$ cat src/cca_pkg.sv
package cca_pkg;

  // host status byte, bit position 0 is the msb
  localparam logic [7:0] HS_ZERO = 8'h00;
  localparam logic [7:0] HS_ATTN = 8'h80;
  localparam logic [7:0] HS_BUSY = 8'h10;
  localparam logic [7:0] HS_CE = 8'h08;
  localparam logic [7:0] HS_DE = 8'h04;

  // condition codes
  localparam logic [1:0] CC_0 = 2'h0;
  localparam logic [1:0] CC_1 = 2'h1;
  localparam logic [1:0] CC_2 = 2'h2;

  // controller io control word fields (bit 0 of the word is the lsb)
  localparam int CONTROLLER_IO_CONTROL_WORD_FUNC_LO = 8;
  localparam int CONTROLLER_IO_CONTROL_WORD_MOD8_POS = 7;
  localparam int CONTROLLER_IO_CONTROL_WORD_SCAN_POS = 1;
  localparam int CONTROLLER_IO_CONTROL_WORD_RBIT_POS = 0;

  // controller function codes
  localparam logic [2:0] FN_INIT_WRITE = 3'h5;
  localparam logic [2:0] FN_INIT_READ = 3'h6;
  localparam logic [2:0] FN_SENSE = 3'h7;
  localparam logic [2:0] FN_SENSE_LEVEL = 3'h3;
  localparam logic [2:0] FN_CTL_RESET = 3'h4;

  // host command decode fields
  localparam int HC_MBIT_POS = 2;
  localparam logic [1:0] HC_WRITE = 2'h1;
  localparam logic [1:0] HC_READ = 2'h2;
  localparam logic [1:0] HC_CONTROL = 2'h3;
  localparam logic [3:0] HC_SENSE = 4'h4;
  localparam logic [3:0] HC_READ_BWD = 4'hc;

  // adapter status word layout (index = 15 - documented bit number)
  localparam int DSW_REJ = 15;
  localparam int DSW_CTL_STORED = 14;
  localparam int DSW_HOST_STORED = 13;
  localparam int DSW_HALT = 12;
  localparam int DSW_DCHK = 11;
  localparam int DSW_SPROT = 10;
  localparam int DSW_TE = 9;
  localparam int DSW_EOT = 8;

  localparam logic [15:0] WC_MAX = 16'h3fff;
  localparam logic [15:0] WC_ONE = 16'h0001;
  localparam logic [15:0] WORD_ZERO = 16'h0000;

  // transfer phases: 0 cycle steal, 1 high byte, 2 low byte
  localparam logic [1:0] PH_CS = 2'h0;
  localparam logic [1:0] PH_HI = 2'h1;
  localparam logic [1:0] PH_LO = 2'h2;

  typedef enum logic [2:0] {
    ST_IDLE = 3'b000,
    ST_HWAIT = 3'b001,
    ST_CWAIT = 3'b010,
    ST_LOAD = 3'b011,
    ST_XFER = 3'b100,
    ST_SENSE = 3'b101,
    ST_END = 3'b110,
    ST_HCTL = 3'b111
  } cca_state_e;

  typedef struct packed {
    logic [7:0] status;
    logic [1:0] cc;
  } cca_host_resp_s;

  function automatic logic odd_par(input logic [7:0] b);
    odd_par = ~(^b);
  endfunction : odd_par

endpackage : cca_pkg

$ cat src/cca_buf.sv
// 18-bit buffer: two data bytes, each with its own odd parity bit
module cca_buf (
  input wire logic sys_clk_i,
  input wire logic srst_i,
  input wire logic clear_i,
  input wire logic load_word_i,
  input wire logic [15:0] word_i,
  input wire logic load_hi_i,
  input wire logic load_lo_i,
  input wire logic [7:0] byte_i,
  output logic [15:0] word_o,
  output logic [7:0] hi_o,
  output logic [7:0] lo_o,
  output logic [1:0] par_o
);

  logic [17:0] buf_ff;

  always_ff @(posedge sys_clk_i) begin
    if (srst_i || clear_i) begin
      buf_ff <= {1'b1, 8'h00, 1'b1, 8'h00};
    end else if (load_word_i) begin
      buf_ff <= {cca_pkg::odd_par(word_i[15:8]), word_i[15:8],
                 cca_pkg::odd_par(word_i[7:0]), word_i[7:0]};
    end else if (load_hi_i) begin
      buf_ff[17:9] <= {cca_pkg::odd_par(byte_i), byte_i};
    end else if (load_lo_i) begin
      buf_ff[8:0] <= {cca_pkg::odd_par(byte_i), byte_i};
    end
  end

  assign hi_o = buf_ff[16:9];
  assign lo_o = buf_ff[7:0];
  assign word_o = {buf_ff[16:9], buf_ff[7:0]};
  assign par_o = {buf_ff[17], buf_ff[8]};

endmodule : cca_buf

$ cat src/cca_ctl.sv
module cca_ctl (
  input wire logic sys_clk_i,
  input wire logic srst_i,
  // host channel
  input wire logic host_sel_valid_i,
  output logic host_sel_ready_o,
  input wire logic [7:0] host_cmd_i,
  output logic host_resp_valid_o,
  output cca_pkg::cca_host_resp_s host_resp_o,
  output logic host_end_valid_o,
  output logic [7:0] host_end_status_o,
  input wire logic host_end_accept_i,
  output logic host_attn_o,
  output logic [7:0] host_dout_o,
  output logic host_dout_valid_o,
  input wire logic host_dout_ready_i,
  input wire logic [7:0] host_din_i,
  input wire logic host_din_par_i,
  input wire logic host_din_valid_i,
  output logic host_din_ready_o,
  input wire logic host_count_zero_i,
  input wire logic host_halt_i,
  // controller io bus
  input wire logic ctl_xio_i,
  input wire logic ctl_xio_par_err_i,
  input wire logic [15:0] ctl_controller_io_control_word_i,
  output logic [15:0] ctl_sense_o,
  output logic ctl_sense_valid_o,
  output logic ctl_irq_o,
  output logic ctl_cs_req_o,
  output logic ctl_cs_write_o,
  output logic [15:0] ctl_cs_wdata_o,
  input wire logic ctl_cs_ack_i,
  input wire logic [15:0] ctl_cs_rdata_i,
  input wire logic ctl_cs_par_err_i,
  input wire logic ctl_cs_protect_i,
  input wire logic ctl_chain_i
);

  cca_pkg::cca_state_e state_ff, nxt_state;
  logic [7:0] host_cmd_ff, nxt_host_cmd;
  logic host_stored_ff, nxt_host_stored;
  logic ctl_stored_ff, nxt_ctl_stored;
  logic ctl_dir_rd_ff, nxt_ctl_dir_rd;
  logic scan_ff, nxt_scan;
  logic attn_ack_ff, nxt_attn_ack;
  logic de_pend_ff, nxt_de_pend;
  logic end_attn_ff, nxt_end_attn;
  logic rej_ff, nxt_rej;
  logic halt_ff, nxt_halt;
  logic dchk_ff, nxt_dchk;
  logic sprot_ff, nxt_sprot;
  logic te_ff, nxt_te;
  logic eot_ff, nxt_eot;
  logic hirq_ff, nxt_hirq;
  logic [15:0] wc_ff, nxt_wc;
  logic [1:0] phase_ff, nxt_phase;
  logic resp_valid_ff, nxt_resp_valid;
  cca_pkg::cca_host_resp_s resp_ff, nxt_resp;
  logic sense_valid_ff, nxt_sense_valid;
  logic [15:0] sense_ff, nxt_sense;
  logic do_reset;
  logic buf_clear, buf_load_word, buf_load_hi, buf_load_lo;
  logic [15:0] buf_word_in;

  logic [15:0] buf_word;
  logic [7:0] buf_hi, buf_lo;

  // host command decode
  wire hc_ctrl = (host_cmd_i[1:0] == cca_pkg::HC_CONTROL);
  wire hc_write = (host_cmd_i[1:0] == cca_pkg::HC_WRITE);
  wire hc_rbk = (host_cmd_i[3:0] == cca_pkg::HC_READ_BWD);
  wire hc_rd = (host_cmd_i[1:0] == cca_pkg::HC_READ) || hc_rbk;
  wire hc_sense = (host_cmd_i[3:0] == cca_pkg::HC_SENSE);
  wire hc_m = host_cmd_i[cca_pkg::HC_MBIT_POS];
  wire held_rd = (host_cmd_ff[1:0] == cca_pkg::HC_READ) ||
                 (host_cmd_ff[3:0] == cca_pkg::HC_READ_BWD);
  wire held_wr = (host_cmd_ff[1:0] == cca_pkg::HC_WRITE);
  wire held_ctrl = (host_cmd_ff[1:0] == cca_pkg::HC_CONTROL);

  // controller decode
  wire [2:0] fn = ctl_controller_io_control_word_i[cca_pkg::CONTROLLER_IO_CONTROL_WORD_FUNC_LO +: 3];
  wire rbit = ctl_controller_io_control_word_i[cca_pkg::CONTROLLER_IO_CONTROL_WORD_RBIT_POS];
  wire xio_ok = ctl_xio_i && !ctl_xio_par_err_i;
  wire host_sel = host_sel_valid_i && !ctl_xio_i;
  wire wc_last = (wc_ff == cca_pkg::WC_ONE);
  wire dir_to_ctl = ctl_dir_rd_ff;

  // data path handshakes
  wire out_phase = (phase_ff == cca_pkg::PH_HI) || (phase_ff == cca_pkg::PH_LO);
  wire dout_active = (state_ff == cca_pkg::ST_SENSE) ||
                     ((state_ff == cca_pkg::ST_XFER) && !dir_to_ctl);
  assign host_dout_valid_o = dout_active && out_phase;
  assign host_dout_o = (phase_ff == cca_pkg::PH_HI) ? buf_hi : buf_lo;
  assign host_din_ready_o = (state_ff == cca_pkg::ST_XFER) && dir_to_ctl && out_phase;
  wire dout_take = host_dout_valid_o && host_dout_ready_i;
  wire din_take = host_din_ready_o && host_din_valid_i;
  assign ctl_cs_req_o = (state_ff == cca_pkg::ST_LOAD) ||
                        ((state_ff == cca_pkg::ST_XFER) && (phase_ff == cca_pkg::PH_CS));
  assign ctl_cs_write_o = (state_ff == cca_pkg::ST_XFER) && dir_to_ctl;
  assign ctl_cs_wdata_o = buf_word;
  wire cs_take = ctl_cs_req_o && ctl_cs_ack_i;
  assign host_sel_ready_o = !ctl_xio_i;

  // status word, low byte is the held host command when only it is stored
  wire [7:0] dsw_lo = (host_stored_ff && !ctl_stored_ff) ? host_cmd_ff : buf_lo;
  wire [15:0] adapter_status_word = {rej_ff, ctl_stored_ff, host_stored_ff, halt_ff, dchk_ff,
                     sprot_ff, te_ff, eot_ff, dsw_lo};

  assign ctl_irq_o = rej_ff | halt_ff | dchk_ff | sprot_ff | te_ff | eot_ff | hirq_ff;
  assign host_attn_o = (state_ff == cca_pkg::ST_CWAIT) && !attn_ack_ff;
  assign host_end_valid_o = (state_ff == cca_pkg::ST_END) || de_pend_ff;
  assign host_end_status_o = (state_ff == cca_pkg::ST_END) ?
      (cca_pkg::HS_CE | cca_pkg::HS_DE | (end_attn_ff ? cca_pkg::HS_ATTN : cca_pkg::HS_ZERO)) :
      (de_pend_ff ? cca_pkg::HS_DE : cca_pkg::HS_ZERO);
  assign host_resp_valid_o = resp_valid_ff;
  assign host_resp_o = resp_ff;
  assign ctl_sense_valid_o = sense_valid_ff;
  assign ctl_sense_o = sense_ff;

  always_comb begin
    nxt_state = state_ff;
    nxt_host_cmd = host_cmd_ff;
    nxt_host_stored = host_stored_ff;
    nxt_ctl_stored = ctl_stored_ff;
    nxt_ctl_dir_rd = ctl_dir_rd_ff;
    nxt_scan = scan_ff;
    nxt_attn_ack = attn_ack_ff;
    nxt_de_pend = de_pend_ff;
    nxt_end_attn = end_attn_ff;
    nxt_rej = rej_ff;
    nxt_halt = halt_ff;
    nxt_dchk = dchk_ff;
    nxt_sprot = sprot_ff;
    nxt_te = te_ff;
    nxt_eot = eot_ff;
    nxt_hirq = hirq_ff;
    nxt_wc = wc_ff;
    nxt_phase = phase_ff;
    nxt_resp_valid = 1'b0;
    nxt_resp = resp_ff;
    nxt_sense_valid = 1'b0;
    nxt_sense = sense_ff;
    do_reset = 1'b0;
    buf_clear = 1'b0;
    buf_load_word = 1'b0;
    buf_load_hi = 1'b0;
    buf_load_lo = 1'b0;
    buf_word_in = ctl_cs_rdata_i;

    // ending status taken by the host
    if (host_end_accept_i && host_end_valid_o) begin
      if (state_ff == cca_pkg::ST_END) begin
        nxt_state = ctl_stored_ff ? cca_pkg::ST_CWAIT : cca_pkg::ST_IDLE;
      end else begin
        nxt_de_pend = 1'b0;
      end
    end

    // controller instruction; clears come before the hardware sets below
    if (xio_ok) begin
      case (fn)
        cca_pkg::FN_SENSE: begin
          nxt_sense_valid = 1'b1;
          if (!ctl_controller_io_control_word_i[cca_pkg::CONTROLLER_IO_CONTROL_WORD_MOD8_POS]) begin
            nxt_sense = adapter_status_word;
            if (rbit) begin
              nxt_rej = 1'b0;
              nxt_halt = 1'b0;
              nxt_dchk = 1'b0;
              nxt_sprot = 1'b0;
              nxt_te = 1'b0;
              nxt_eot = 1'b0;
              nxt_hirq = 1'b0;
              if (state_ff == cca_pkg::ST_HCTL) begin
                nxt_state = cca_pkg::ST_IDLE;
                nxt_host_stored = 1'b0;
                nxt_de_pend = 1'b1;
                buf_clear = 1'b1;
              end
            end
          end else begin
            nxt_sense = wc_ff;
          end
        end
        cca_pkg::FN_SENSE_LEVEL: begin
          nxt_sense_valid = 1'b1;
          nxt_sense = {15'h0000, ctl_irq_o};
        end
        cca_pkg::FN_CTL_RESET: begin
          do_reset = 1'b1;
        end
        cca_pkg::FN_INIT_WRITE, cca_pkg::FN_INIT_READ: begin
          if (te_ff || ctl_stored_ff ||
              !((state_ff == cca_pkg::ST_IDLE) || (state_ff == cca_pkg::ST_HWAIT)) ||
              ((fn == cca_pkg::FN_INIT_READ) && host_stored_ff && held_rd) ||
              ((fn == cca_pkg::FN_INIT_WRITE) && host_stored_ff && held_wr)) begin
            nxt_rej = 1'b1;
            if (!ctl_stored_ff) begin
              nxt_wc = cca_pkg::WC_MAX;
            end
          end else begin
            nxt_ctl_stored = 1'b1;
            nxt_ctl_dir_rd = (fn == cca_pkg::FN_INIT_READ);
            nxt_scan = ctl_controller_io_control_word_i[cca_pkg::CONTROLLER_IO_CONTROL_WORD_SCAN_POS];
            nxt_attn_ack = 1'b0;
            nxt_state = cca_pkg::ST_LOAD;
            buf_word_in = ctl_controller_io_control_word_i;
            buf_load_word = 1'b1;
          end
        end
        default: begin
          nxt_rej = 1'b1;
          if (!ctl_stored_ff) begin
            nxt_wc = cca_pkg::WC_MAX;
          end
        end
      endcase
    end

    // initial selection from the host
    if (host_sel) begin
      nxt_resp_valid = 1'b1;
      nxt_resp = '{status: cca_pkg::HS_ZERO, cc: cca_pkg::CC_0};
      if (state_ff == cca_pkg::ST_HCTL) begin
        nxt_resp = '{status: cca_pkg::HS_BUSY, cc: cca_pkg::CC_2};
      end else if (de_pend_ff) begin
        nxt_resp = '{status: cca_pkg::HS_BUSY | cca_pkg::HS_DE, cc: cca_pkg::CC_1};
        nxt_de_pend = 1'b0;
      end else if (state_ff == cca_pkg::ST_CWAIT) begin
        if (hc_sense) begin
          nxt_state = cca_pkg::ST_SENSE;
          nxt_phase = cca_pkg::PH_HI;
          nxt_end_attn = 1'b1;
        end else if ((hc_rd && !ctl_dir_rd_ff) || (hc_write && ctl_dir_rd_ff)) begin
          nxt_host_cmd = host_cmd_i;
          nxt_host_stored = 1'b1;
          nxt_state = cca_pkg::ST_XFER;
          nxt_phase = hc_rd ? cca_pkg::PH_CS : cca_pkg::PH_HI;
        end else begin
          nxt_resp = '{status: cca_pkg::HS_BUSY | cca_pkg::HS_ATTN, cc: cca_pkg::CC_1};
          nxt_attn_ack = 1'b1;
        end
      end else if (state_ff == cca_pkg::ST_IDLE) begin
        if (hc_ctrl) begin
          nxt_resp = '{status: cca_pkg::HS_CE, cc: cca_pkg::CC_1};
          nxt_host_cmd = host_cmd_i;
          nxt_host_stored = 1'b1;
          nxt_state = cca_pkg::ST_HCTL;
          nxt_hirq = 1'b1;
        end else if (hc_rd || hc_write) begin
          nxt_host_cmd = host_cmd_i;
          nxt_host_stored = 1'b1;
          nxt_state = cca_pkg::ST_HWAIT;
          nxt_hirq = hc_rbk || !hc_m;
        end else if (hc_sense) begin
          nxt_state = cca_pkg::ST_SENSE;
          nxt_phase = cca_pkg::PH_HI;
          nxt_end_attn = 1'b0;
        end
      end else begin
        nxt_resp = '{status: cca_pkg::HS_BUSY, cc: cca_pkg::CC_2};
      end
    end

    case (state_ff)
      cca_pkg::ST_LOAD: begin
        if (cs_take) begin
          if (ctl_cs_par_err_i) begin
            nxt_dchk = 1'b1;
            if (host_stored_ff) begin
              nxt_te = 1'b1;
              nxt_host_stored = 1'b0;
              nxt_ctl_stored = 1'b0;
              nxt_state = cca_pkg::ST_END;
            end else begin
              nxt_ctl_stored = 1'b0;
              nxt_state = cca_pkg::ST_IDLE;
            end
          end else begin
            nxt_wc = ctl_cs_rdata_i;
            nxt_hirq = 1'b0;
            nxt_state = host_stored_ff ? cca_pkg::ST_XFER : cca_pkg::ST_CWAIT;
            nxt_phase = (host_stored_ff && held_wr) ? cca_pkg::PH_HI : cca_pkg::PH_CS;
          end
        end
      end
      cca_pkg::ST_XFER: begin
        if (host_halt_i) begin
          nxt_halt = 1'b1;
          nxt_te = 1'b1;
        end else if (cs_take && ctl_cs_par_err_i) begin
          nxt_dchk = 1'b1;
          nxt_te = 1'b1;
        end else if (cs_take && dir_to_ctl && ctl_cs_protect_i) begin
          nxt_sprot = 1'b1;
          nxt_te = 1'b1;
        end else if (din_take && (host_din_par_i != cca_pkg::odd_par(host_din_i))) begin
          nxt_dchk = 1'b1;
          nxt_te = 1'b1;
        end else if (cs_take && !dir_to_ctl) begin
          buf_load_word = 1'b1;
          nxt_phase = cca_pkg::PH_HI;
        end else if ((cs_take && dir_to_ctl) || (dout_take && phase_ff == cca_pkg::PH_LO)) begin
          nxt_wc = wc_ff - cca_pkg::WC_ONE;
          nxt_phase = dir_to_ctl ? cca_pkg::PH_HI : cca_pkg::PH_CS;
          if (wc_last) begin
            nxt_eot = nxt_eot || scan_ff;
            if (ctl_chain_i) begin
              nxt_state = cca_pkg::ST_LOAD;
            end else begin
              nxt_te = 1'b1;
            end
          end else if (host_count_zero_i) begin
            nxt_te = 1'b1;
          end
        end else if (din_take || dout_take) begin
          buf_load_hi = din_take && (phase_ff == cca_pkg::PH_HI);
          buf_load_lo = din_take && (phase_ff == cca_pkg::PH_LO);
          nxt_phase = (phase_ff == cca_pkg::PH_HI) ? cca_pkg::PH_LO : cca_pkg::PH_CS;
          if (host_count_zero_i) begin
            nxt_te = 1'b1;
          end
        end
        if (nxt_te && !te_ff) begin
          nxt_host_stored = 1'b0;
          nxt_ctl_stored = 1'b0;
          nxt_end_attn = 1'b0;
          nxt_state = cca_pkg::ST_END;
        end
      end
      cca_pkg::ST_SENSE: begin
        if (dout_take) begin
          if ((phase_ff == cca_pkg::PH_LO) || host_count_zero_i) begin
            nxt_state = cca_pkg::ST_END;
            nxt_phase = cca_pkg::PH_CS;
          end else begin
            nxt_phase = cca_pkg::PH_LO;
          end
        end
      end
      default: begin
      end
    endcase
  end

  always_ff @(posedge sys_clk_i) begin
    if (srst_i || do_reset) begin
      state_ff <= cca_pkg::ST_IDLE;
      host_cmd_ff <= 8'h00;
      host_stored_ff <= 1'b0;
      ctl_stored_ff <= 1'b0;
      ctl_dir_rd_ff <= 1'b0;
      scan_ff <= 1'b0;
      attn_ack_ff <= 1'b0;
      de_pend_ff <= 1'b0;
      end_attn_ff <= 1'b0;
      {rej_ff, halt_ff, dchk_ff, sprot_ff, te_ff, eot_ff, hirq_ff} <= 7'h00;
      wc_ff <= cca_pkg::WC_MAX;
      phase_ff <= cca_pkg::PH_CS;
      resp_valid_ff <= 1'b0;
      resp_ff <= '{status: cca_pkg::HS_ZERO, cc: cca_pkg::CC_0};
      sense_valid_ff <= 1'b0;
      sense_ff <= cca_pkg::WORD_ZERO;
    end else begin
      state_ff <= nxt_state;
      host_cmd_ff <= nxt_host_cmd;
      host_stored_ff <= nxt_host_stored;
      ctl_stored_ff <= nxt_ctl_stored;
      ctl_dir_rd_ff <= nxt_ctl_dir_rd;
      scan_ff <= nxt_scan;
      attn_ack_ff <= nxt_attn_ack;
      de_pend_ff <= nxt_de_pend;
      end_attn_ff <= nxt_end_attn;
      {rej_ff, halt_ff, dchk_ff, sprot_ff, te_ff, eot_ff, hirq_ff} <=
          {nxt_rej, nxt_halt, nxt_dchk, nxt_sprot, nxt_te, nxt_eot, nxt_hirq};
      wc_ff <= nxt_wc;
      phase_ff <= nxt_phase;
      resp_valid_ff <= nxt_resp_valid;
      resp_ff <= nxt_resp;
      sense_valid_ff <= nxt_sense_valid;
      sense_ff <= nxt_sense;
    end
  end

  cca_buf u_buf (
    .sys_clk_i(sys_clk_i),
    .srst_i(srst_i || do_reset),
    .clear_i(buf_clear),
    .load_word_i(buf_load_word),
    .word_i(buf_word_in),
    .load_hi_i(buf_load_hi),
    .load_lo_i(buf_load_lo),
    .byte_i(host_din_i),
    .word_o(buf_word),
    .hi_o(buf_hi),
    .lo_o(buf_lo),
    .par_o()
  );

endmodule : cca_ctl

$ cat config.mk
export PLATFORM = sky130hd
export DESIGN_NAME = cca_ctl
export DESIGN_NICKNAME = d
export VERILOG_FILES = /design/src/cca_pkg.sv /design/src/cca_buf.sv /design/src/cca_ctl.sv
export SDC_FILE = /design/constraint.sdc
export NUM_CORES = 1
export LEC_CHECK = 0
export ABC_CLOCK_PERIOD_IN_PS = 3810
export BUFFER_PORTS_ARGS = -buffer_cell sky130_fd_sc_hd__clkbuf_2
export CAP_MARGIN = 10
export CORE_MARGIN = 5
export CORE_UTILIZATION = 53
export CTS_CLUSTER_DIAMETER = 40
export DETAILED_ROUTE_END_ITERATION = 10
export GPL_TIMING_DRIVEN = 0
export PLACE_DENSITY = 0.89
export RECOVER_POWER = 25
export SYNTH_ARGS = -nofsm -noshare
export SYNTH_HDL_FRONTEND = slang
export SYNTH_SLANG_ARGS = --single-unit
$ cat constraint.sdc
create_clock -name sys_clk_i -period 3.81 [get_ports sys_clk_i]
set_input_delay 0.762 -clock sys_clk_i [delete_from_list [all_inputs] [get_ports sys_clk_i]]
set_output_delay 0.762 -clock sys_clk_i [all_outputs]
set_load 0.005 [all_outputs]
Word-level counts from Yosys, hierarchy flattened
Index checks and enable logic that the tools add are counted.

storage, ports and cells
  register bits after elaboration = 87
  word-level logic and storage cells = 410
  input port bits = 63

cells by class
  mux-type cells = 265
  eq/ne operators = 30
  bitwise logic cells = 13
  reduce and logical (&&, ||, !) cells = 76
  add/sub/neg operators = 1

operator list
  cell                     count
  $mux W16                 15
  $mux W1                  162
  $mux W3                  33
  $pmux W16 S2             3
  $mux W8                  11
  $mux W10                 6
  $mux W2                  23
  $logic_and A1 B1 Y1      29
  $eq A3 B3 Y1 const B     8
  $logic_or A1 B1 Y1       20
  $mux W9                  2
  $mux W17                 1
  $eq A16 B1 Y1 const B    1
  $reduce_xor A8 Y1        2
  $sub A16 B1 Y16 const B  1
  $ne A2 B2 Y1 const B     5
  $eq A3 B2 Y1 const B     3
  $pmux W3 S3              1
  $eq A2 B2 Y1 const B     4
  $eq A4 B4 Y1 const B     2
  $logic_not A1 Y1         8
  $pmux W1 S2              4
  $reduce_bool A2 Y1       4
  $reduce_or A2 Y1         4
  other kinds (19)         33

Depth between registers and ports, before layout
  depth after elaboration = 27
  gate-level depth with buffers = 10
  gate-level depth less buffers = 8

Modules after synthesis
Synthesis repeated with hierarchy kept, for this count alone.

second synthesis, totals
  cell total of the unflattened synthesis = 728
  area total of the unflattened synthesis = 5893.2 sq um

by module, submodules not included
  module   instances  cells each  seq. area each (sq um)  area each (sq um)
  cca_ctl  1          590         1341.3                  4768.3
  cca_buf  1          138         360.3                   1124.8

Worst setup path before layout
OpenSTA, ideal clock, no wires.

  kind = input -> register
  start point = input ctl_controller_io_control_word_i[9]
  end point = register u_buf.buf_ff[5]
  required time = 3.740 ns
  setup slack = 1.316 ns
  arrival time = 2.424 ns
  cell stages on the path = 8
  path through = buf_2 > and2_0 > or3_4 > nor2_2 > a311oi_4 > buf_6 > a211o_1 > a21oi_1

between the ends
  longest elaborated chain between the ends = 16

ends and longest elaborated chain
  item                                                                 RTL line                        source
  from (decl)                                                          cca_ctl.sv:26                   input wire logic [15:0] ctl_controller_io_control_word_i,
  $eq A3 B3 Y1                                                         cca_ctl.sv:162, cca_ctl.sv:196
  $logic_and A1 B1 Y1 (2 in a row)                                     cca_ctl.sv:196                  ((fn == cca_pkg::FN_INIT_READ) && host_stored_ff && held_rd) ||
  $logic_or A1 B1 Y1                                                   cca_ctl.sv:195                  !((state_ff == cca_pkg::ST_IDLE) || (state_ff == cca_pkg::ST_HWAIT)) ||
  $logic_or A1 B1 Y1                                                   cca_ctl.sv:196
  $mux W1                                                              cca_ctl.sv:194                  if (te_ff || ctl_stored_ff ||
  $mux W1                                                              cca_ctl.sv:162                  case (fn)
  $mux W1                                                              cca_ctl.sv:161                  if (xio_ok) begin
  $mux W1                                                              cca_ctl.sv:301                  end else if (cs_take && !dir_to_ctl) begin
  $mux W1                                                              cca_ctl.sv:298                  end else if (din_take && (host_din_par_i != cca_pkg::odd_par(host_din_i))) begin
  $mux W1                                                              cca_ctl.sv:295                  end else if (cs_take && dir_to_ctl && ctl_cs_protect_i) begin
  $mux W1                                                              cca_ctl.sv:292                  end else if (cs_take && ctl_cs_par_err_i) begin
  $mux W1                                                              cca_ctl.sv:289                  if (host_halt_i) begin
  $mux W1                                                              cca_ctl.sv:266                  case (state_ff)
  $ne A2 B2 Y1 (no line) / $reduce_bool A2 Y1 (equally long branches)  --
  $reduce_and A2 Y1 (no line)                                          --
  to (signal assigned)                                                 cca_buf.sv:21                   buf_ff <= {1'b1, 8'h00, 1'b1, 8'h00};
  to (signal assigned)                                                 cca_buf.sv:23                   buf_ff <= {cca_pkg::odd_par(word_i[15:8]), word_i[15:8],
  to (signal assigned)                                                 cca_buf.sv:28                   buf_ff[8:0] <= {cca_pkg::odd_par(byte_i), byte_i};
  to (decl)                                                            cca_buf.sv:17                   logic [17:0] buf_ff;

Parallel ways exist; a longest one is shown, timed or not.
A chain may end at the register's enable or synchronous reset.

Worst setup path in the final report
  start point = input ctl_controller_io_control_word_i[10]
  end point = register sense_valid_ff, in the netlist ctl_sense_valid_o

between the ends
  longest elaborated chain between the ends = 5

ends and longest elaborated chain
  item                        RTL line        source
  $eq A3 B3 Y1                cca_ctl.sv:162
  $mux W1                     cca_ctl.sv:162
  $mux W1                     cca_ctl.sv:161
  $logic_or A1 B1 Y1          cca_ctl.sv:348  if (srst_i || do_reset) begin
  $reduce_or A2 Y1 (no line)  --
  to (signal assigned)        cca_ctl.sv:381  sense_valid_ff <= nxt_sense_valid;
  to (decl)                   cca_ctl.sv:60   logic sense_valid_ff, nxt_sense_valid;

Parallel ways exist; a longest one is shown, timed or not.

==> results.md <==
* Io pins at about 130
* Fin. Hold Viols at 0
* Worst Path Max Fanout at 10
* Commonest non-fill, non-tap cell in the layout: clkbuf_2
* Main synth FF type: dfxtp_1
* Grt total ovfl at 0
* Starting DRT DRC Count at 830
* TritonCTS clock tree: done
* Cell Count, Final, Fillers Out at between 900 and 1,000
* Top cell family by delay on the critical path: buffers and inverters
* FILL cells at between 900 and 1,000
* CP Capture Type: flop
* Post-CTS Setup Bufs at 0
* Clock Latency Late Sink at 0.37 ns
* FF/Latch Area at 1660 um2
* H-tree level count at 3
* Pwr per Cell Area at a little under 400 nW/um2
* Initial antenna violation count at 0
* Max-slew violations at 0
* Critical Path RT at between 4 and 5 ns
* Distinct cell type count after synthesis at slightly above 90
* Measured slew at the worst slew-check pin at roughly 0.76 ns
* CTS root buffer: clkbuf_8
* Port bufs at roughly 120
* DR WL met3 at between 2 and 3 mm
* Cells after Synth at 700
* Most frequent CP cell: clkbuf_1
* ANT nets after route at 0
* Wirelength per Cell at between 15 and 20 um
* Tcrit/Tclk final at 77.8%
* Commonest cells after routing, fill and taps aside: clkbuf_2 (103), nand2_1 (85), dfxtp_1 (83), a21oi_1 (56), nor2_1 (54)
* Avg Cell Area, Syn at 7.97 um2
* Residual DRC count at 0
* Clk sinks at 83
* Initial Utilization at between 50% and 60%
* Die height at around 110 um
* Number of global-route vias before repair at between 5,000 and 6,000
* Gpl congestion at ~1
* # diodes at 0
* Floorplan row count at 37
* Final setup TNS at 0 ns
* Cts repair resizes at 0
* Number of buffers created by CTS at 9
* Nets at 905
* EDFF count, synth at 0
* Share of cells above drive strength 1 at 22.8%
* Seq/Total Area, Yosys at a little under 30%
* Placed cell count at 962
* Fin Clk Skew at ~0.014 ns
* Final HPWL DP at approximately 15 mm
* Relative slew slack at between 40% and 50%
* Total of max-cap violations at 0
* RSZ-0062 raised after global routing: no
* First-pass GRT wire length at roughly 30 mm
* Die Span X at ~110 um
* Maximum clock path buffer count at 2
* Hold Path Class: flop to flop
* Synth warnings at 0
* Crit path launch type: input pin
* Fmax at approximately 340 MHz
* Dpl cell area at approximately 6400 um2
* Critical path arrival at 3.19 ns
* Largest net degree at the start of global routing at 18
* First drt pass iteration count at 7
* Cell area after layout at approximately 6500 um2
* Die area at between 10,000 and 15,000 um2
* Post-DR vias/cell at roughly 6.3
* Synth-to-Final Area Change at 17.2%
* Drt total wl at between 15 and 20 mm
* Max stage delay on crit path at 0.59 ns
* Period minus WS final at 2.96 ns
* CP max stage cell: buf_1
* Via Count at 6,160
* Top Layer Used: met4
* Share of synthesized registers carrying an async set or reset at 0%
* GRT Total Usage at 28.8%
* CP cell instances: clkbuf_2 > and3b_1 > clkbuf_1 > a21o_1 > clkbuf_1 > clkbuf_1 > buf_1 > nor2_1
* Routed length on met2 at a little under 9 mm
* Status: finished, final reports clean
* Worst Path Buf+Inv at 5
* Setup violations, final at 0
* Critical path class: input pin to flop
* Reg clk slew, reported paths at ~0.10 ns
* Mapped Area at approximately 5600 um2
* Flops & latches, synth at 83
* Static Leak at ~0.0028 uW
* Post-CTS Hold Fix Bufs at 0
* Multi-input gate area at 3580 um2
* WL met1 at slightly above 7 mm
* Peak VDD IR at about 0.21 mV
* Core Region at around 10,000 um2
per-layer routing:
layer,track usage [%],vias to the layer above
li1,-,2840
met3,7.55,69
met1,36.4,2781
met2,46.6,470
met5,0,-
met4,11.5,0
tightest hold or removal path, delay by kind of cell (launching register included):
kind	cells	cell delay, ns
simple gates	1	0.05
flops	1	0.32
compound gates	1	0.05
worst paths after layout:
path	from	to	slack, ns	cells after the start
worst min-delay path	host_resp_o[0]$_SDFFE_PP0P_	host_resp_o[0]$_SDFFE_PP0P_	0.46	2
worst max-delay path	ctl_controller_io_control_word_i[10]	ctl_sense_valid_o$_SDFF_PP0_	0.85	8
worst min register to register	host_resp_o[0]$_SDFFE_PP0P_	host_resp_o[0]$_SDFFE_PP0P_	0.46	2
worst max register to register	state_ff[1]$_SDFF_PP0_	u_buf.buf_ff[7]$_SDFFE_PP0P_	1.03	8
synthesized netlist by cell type (8+ instances only):
cell	n	area [um2]
a31oi_1	8	50.1
and2_1	8	50.1
mux2_2	13	146
a211o_1	9	78.8
mux2i_1	27	270
o21ai_0	35	175
a22oi_1	23	173
clkbuf_1	25	93.8
nand2_1	85	319
a21oi_1	56	280
and3_1	8	50.1
inv_1	14	52.6
buf_2	14	70.1
nor3_1	21	105
buf_4	12	90.1
nand2b_1	9	56.3
nand3_1	35	175
nand4_1	9	56.3
nor2_1	54	203
dfxtp_1	83	1660
state kept, by name, indices dropped and copies added (netlist names), 2 cells and up:
signal        cells
u_buf.buf_ff     16
wc_ff            16
host_resp_o       6
host_cmd_ff       8
state_ff          3
ctl_sense_o      16
phase_ff          2
final cells by class:
type | count | area share [%]
clock buffers | 9 | 1.89
clock inverters | 7 | 1.01
multi-input cells | 551 | 54.7
repair buffers | 118 | 8.72
plain buffers | 60 | 4.88
flip-flops and latches | 83 | 25.4
inverters | 14 | 0.803
well taps | 136 | 2.60
report_power, final:
part           total, uW  internal (uW)  switching [uW]
clock                639            255             384
combinational        856            340             515
sequential          1030            941            84.3
metrics by stage:
step | hold WS (ns) | total power, uW | util, % | setup WS [ns]
6_report | 0.464 | 2520 | 63.7 | 0.845
3_3_place_gp | 0.442 | 1840 | 62.0 | 0.647
3_5_place_dp | 0.448 | 1860 | 62.0 | 0.610
2_1_floorplan | 0.436 | 1600 | - | 1.32
5_1_grt | 0.490 | 2620 | 63.7 | 0.789
4_1_cts | 0.467 | 2490 | 63.9 | 0.948
cells by family after synthesis:
logic type	synth area share [%]
adders and majority gates	1.12
xor gates and xnor gates	2.87
muxes	7.98
other	0.0672
DFF	29.8
buffers and inverters	6.66
AOI/OAI and AO/OA	23.7
and+or+nand+nor	27.8
Note: power is estimated with default switching activity, not from simulation.
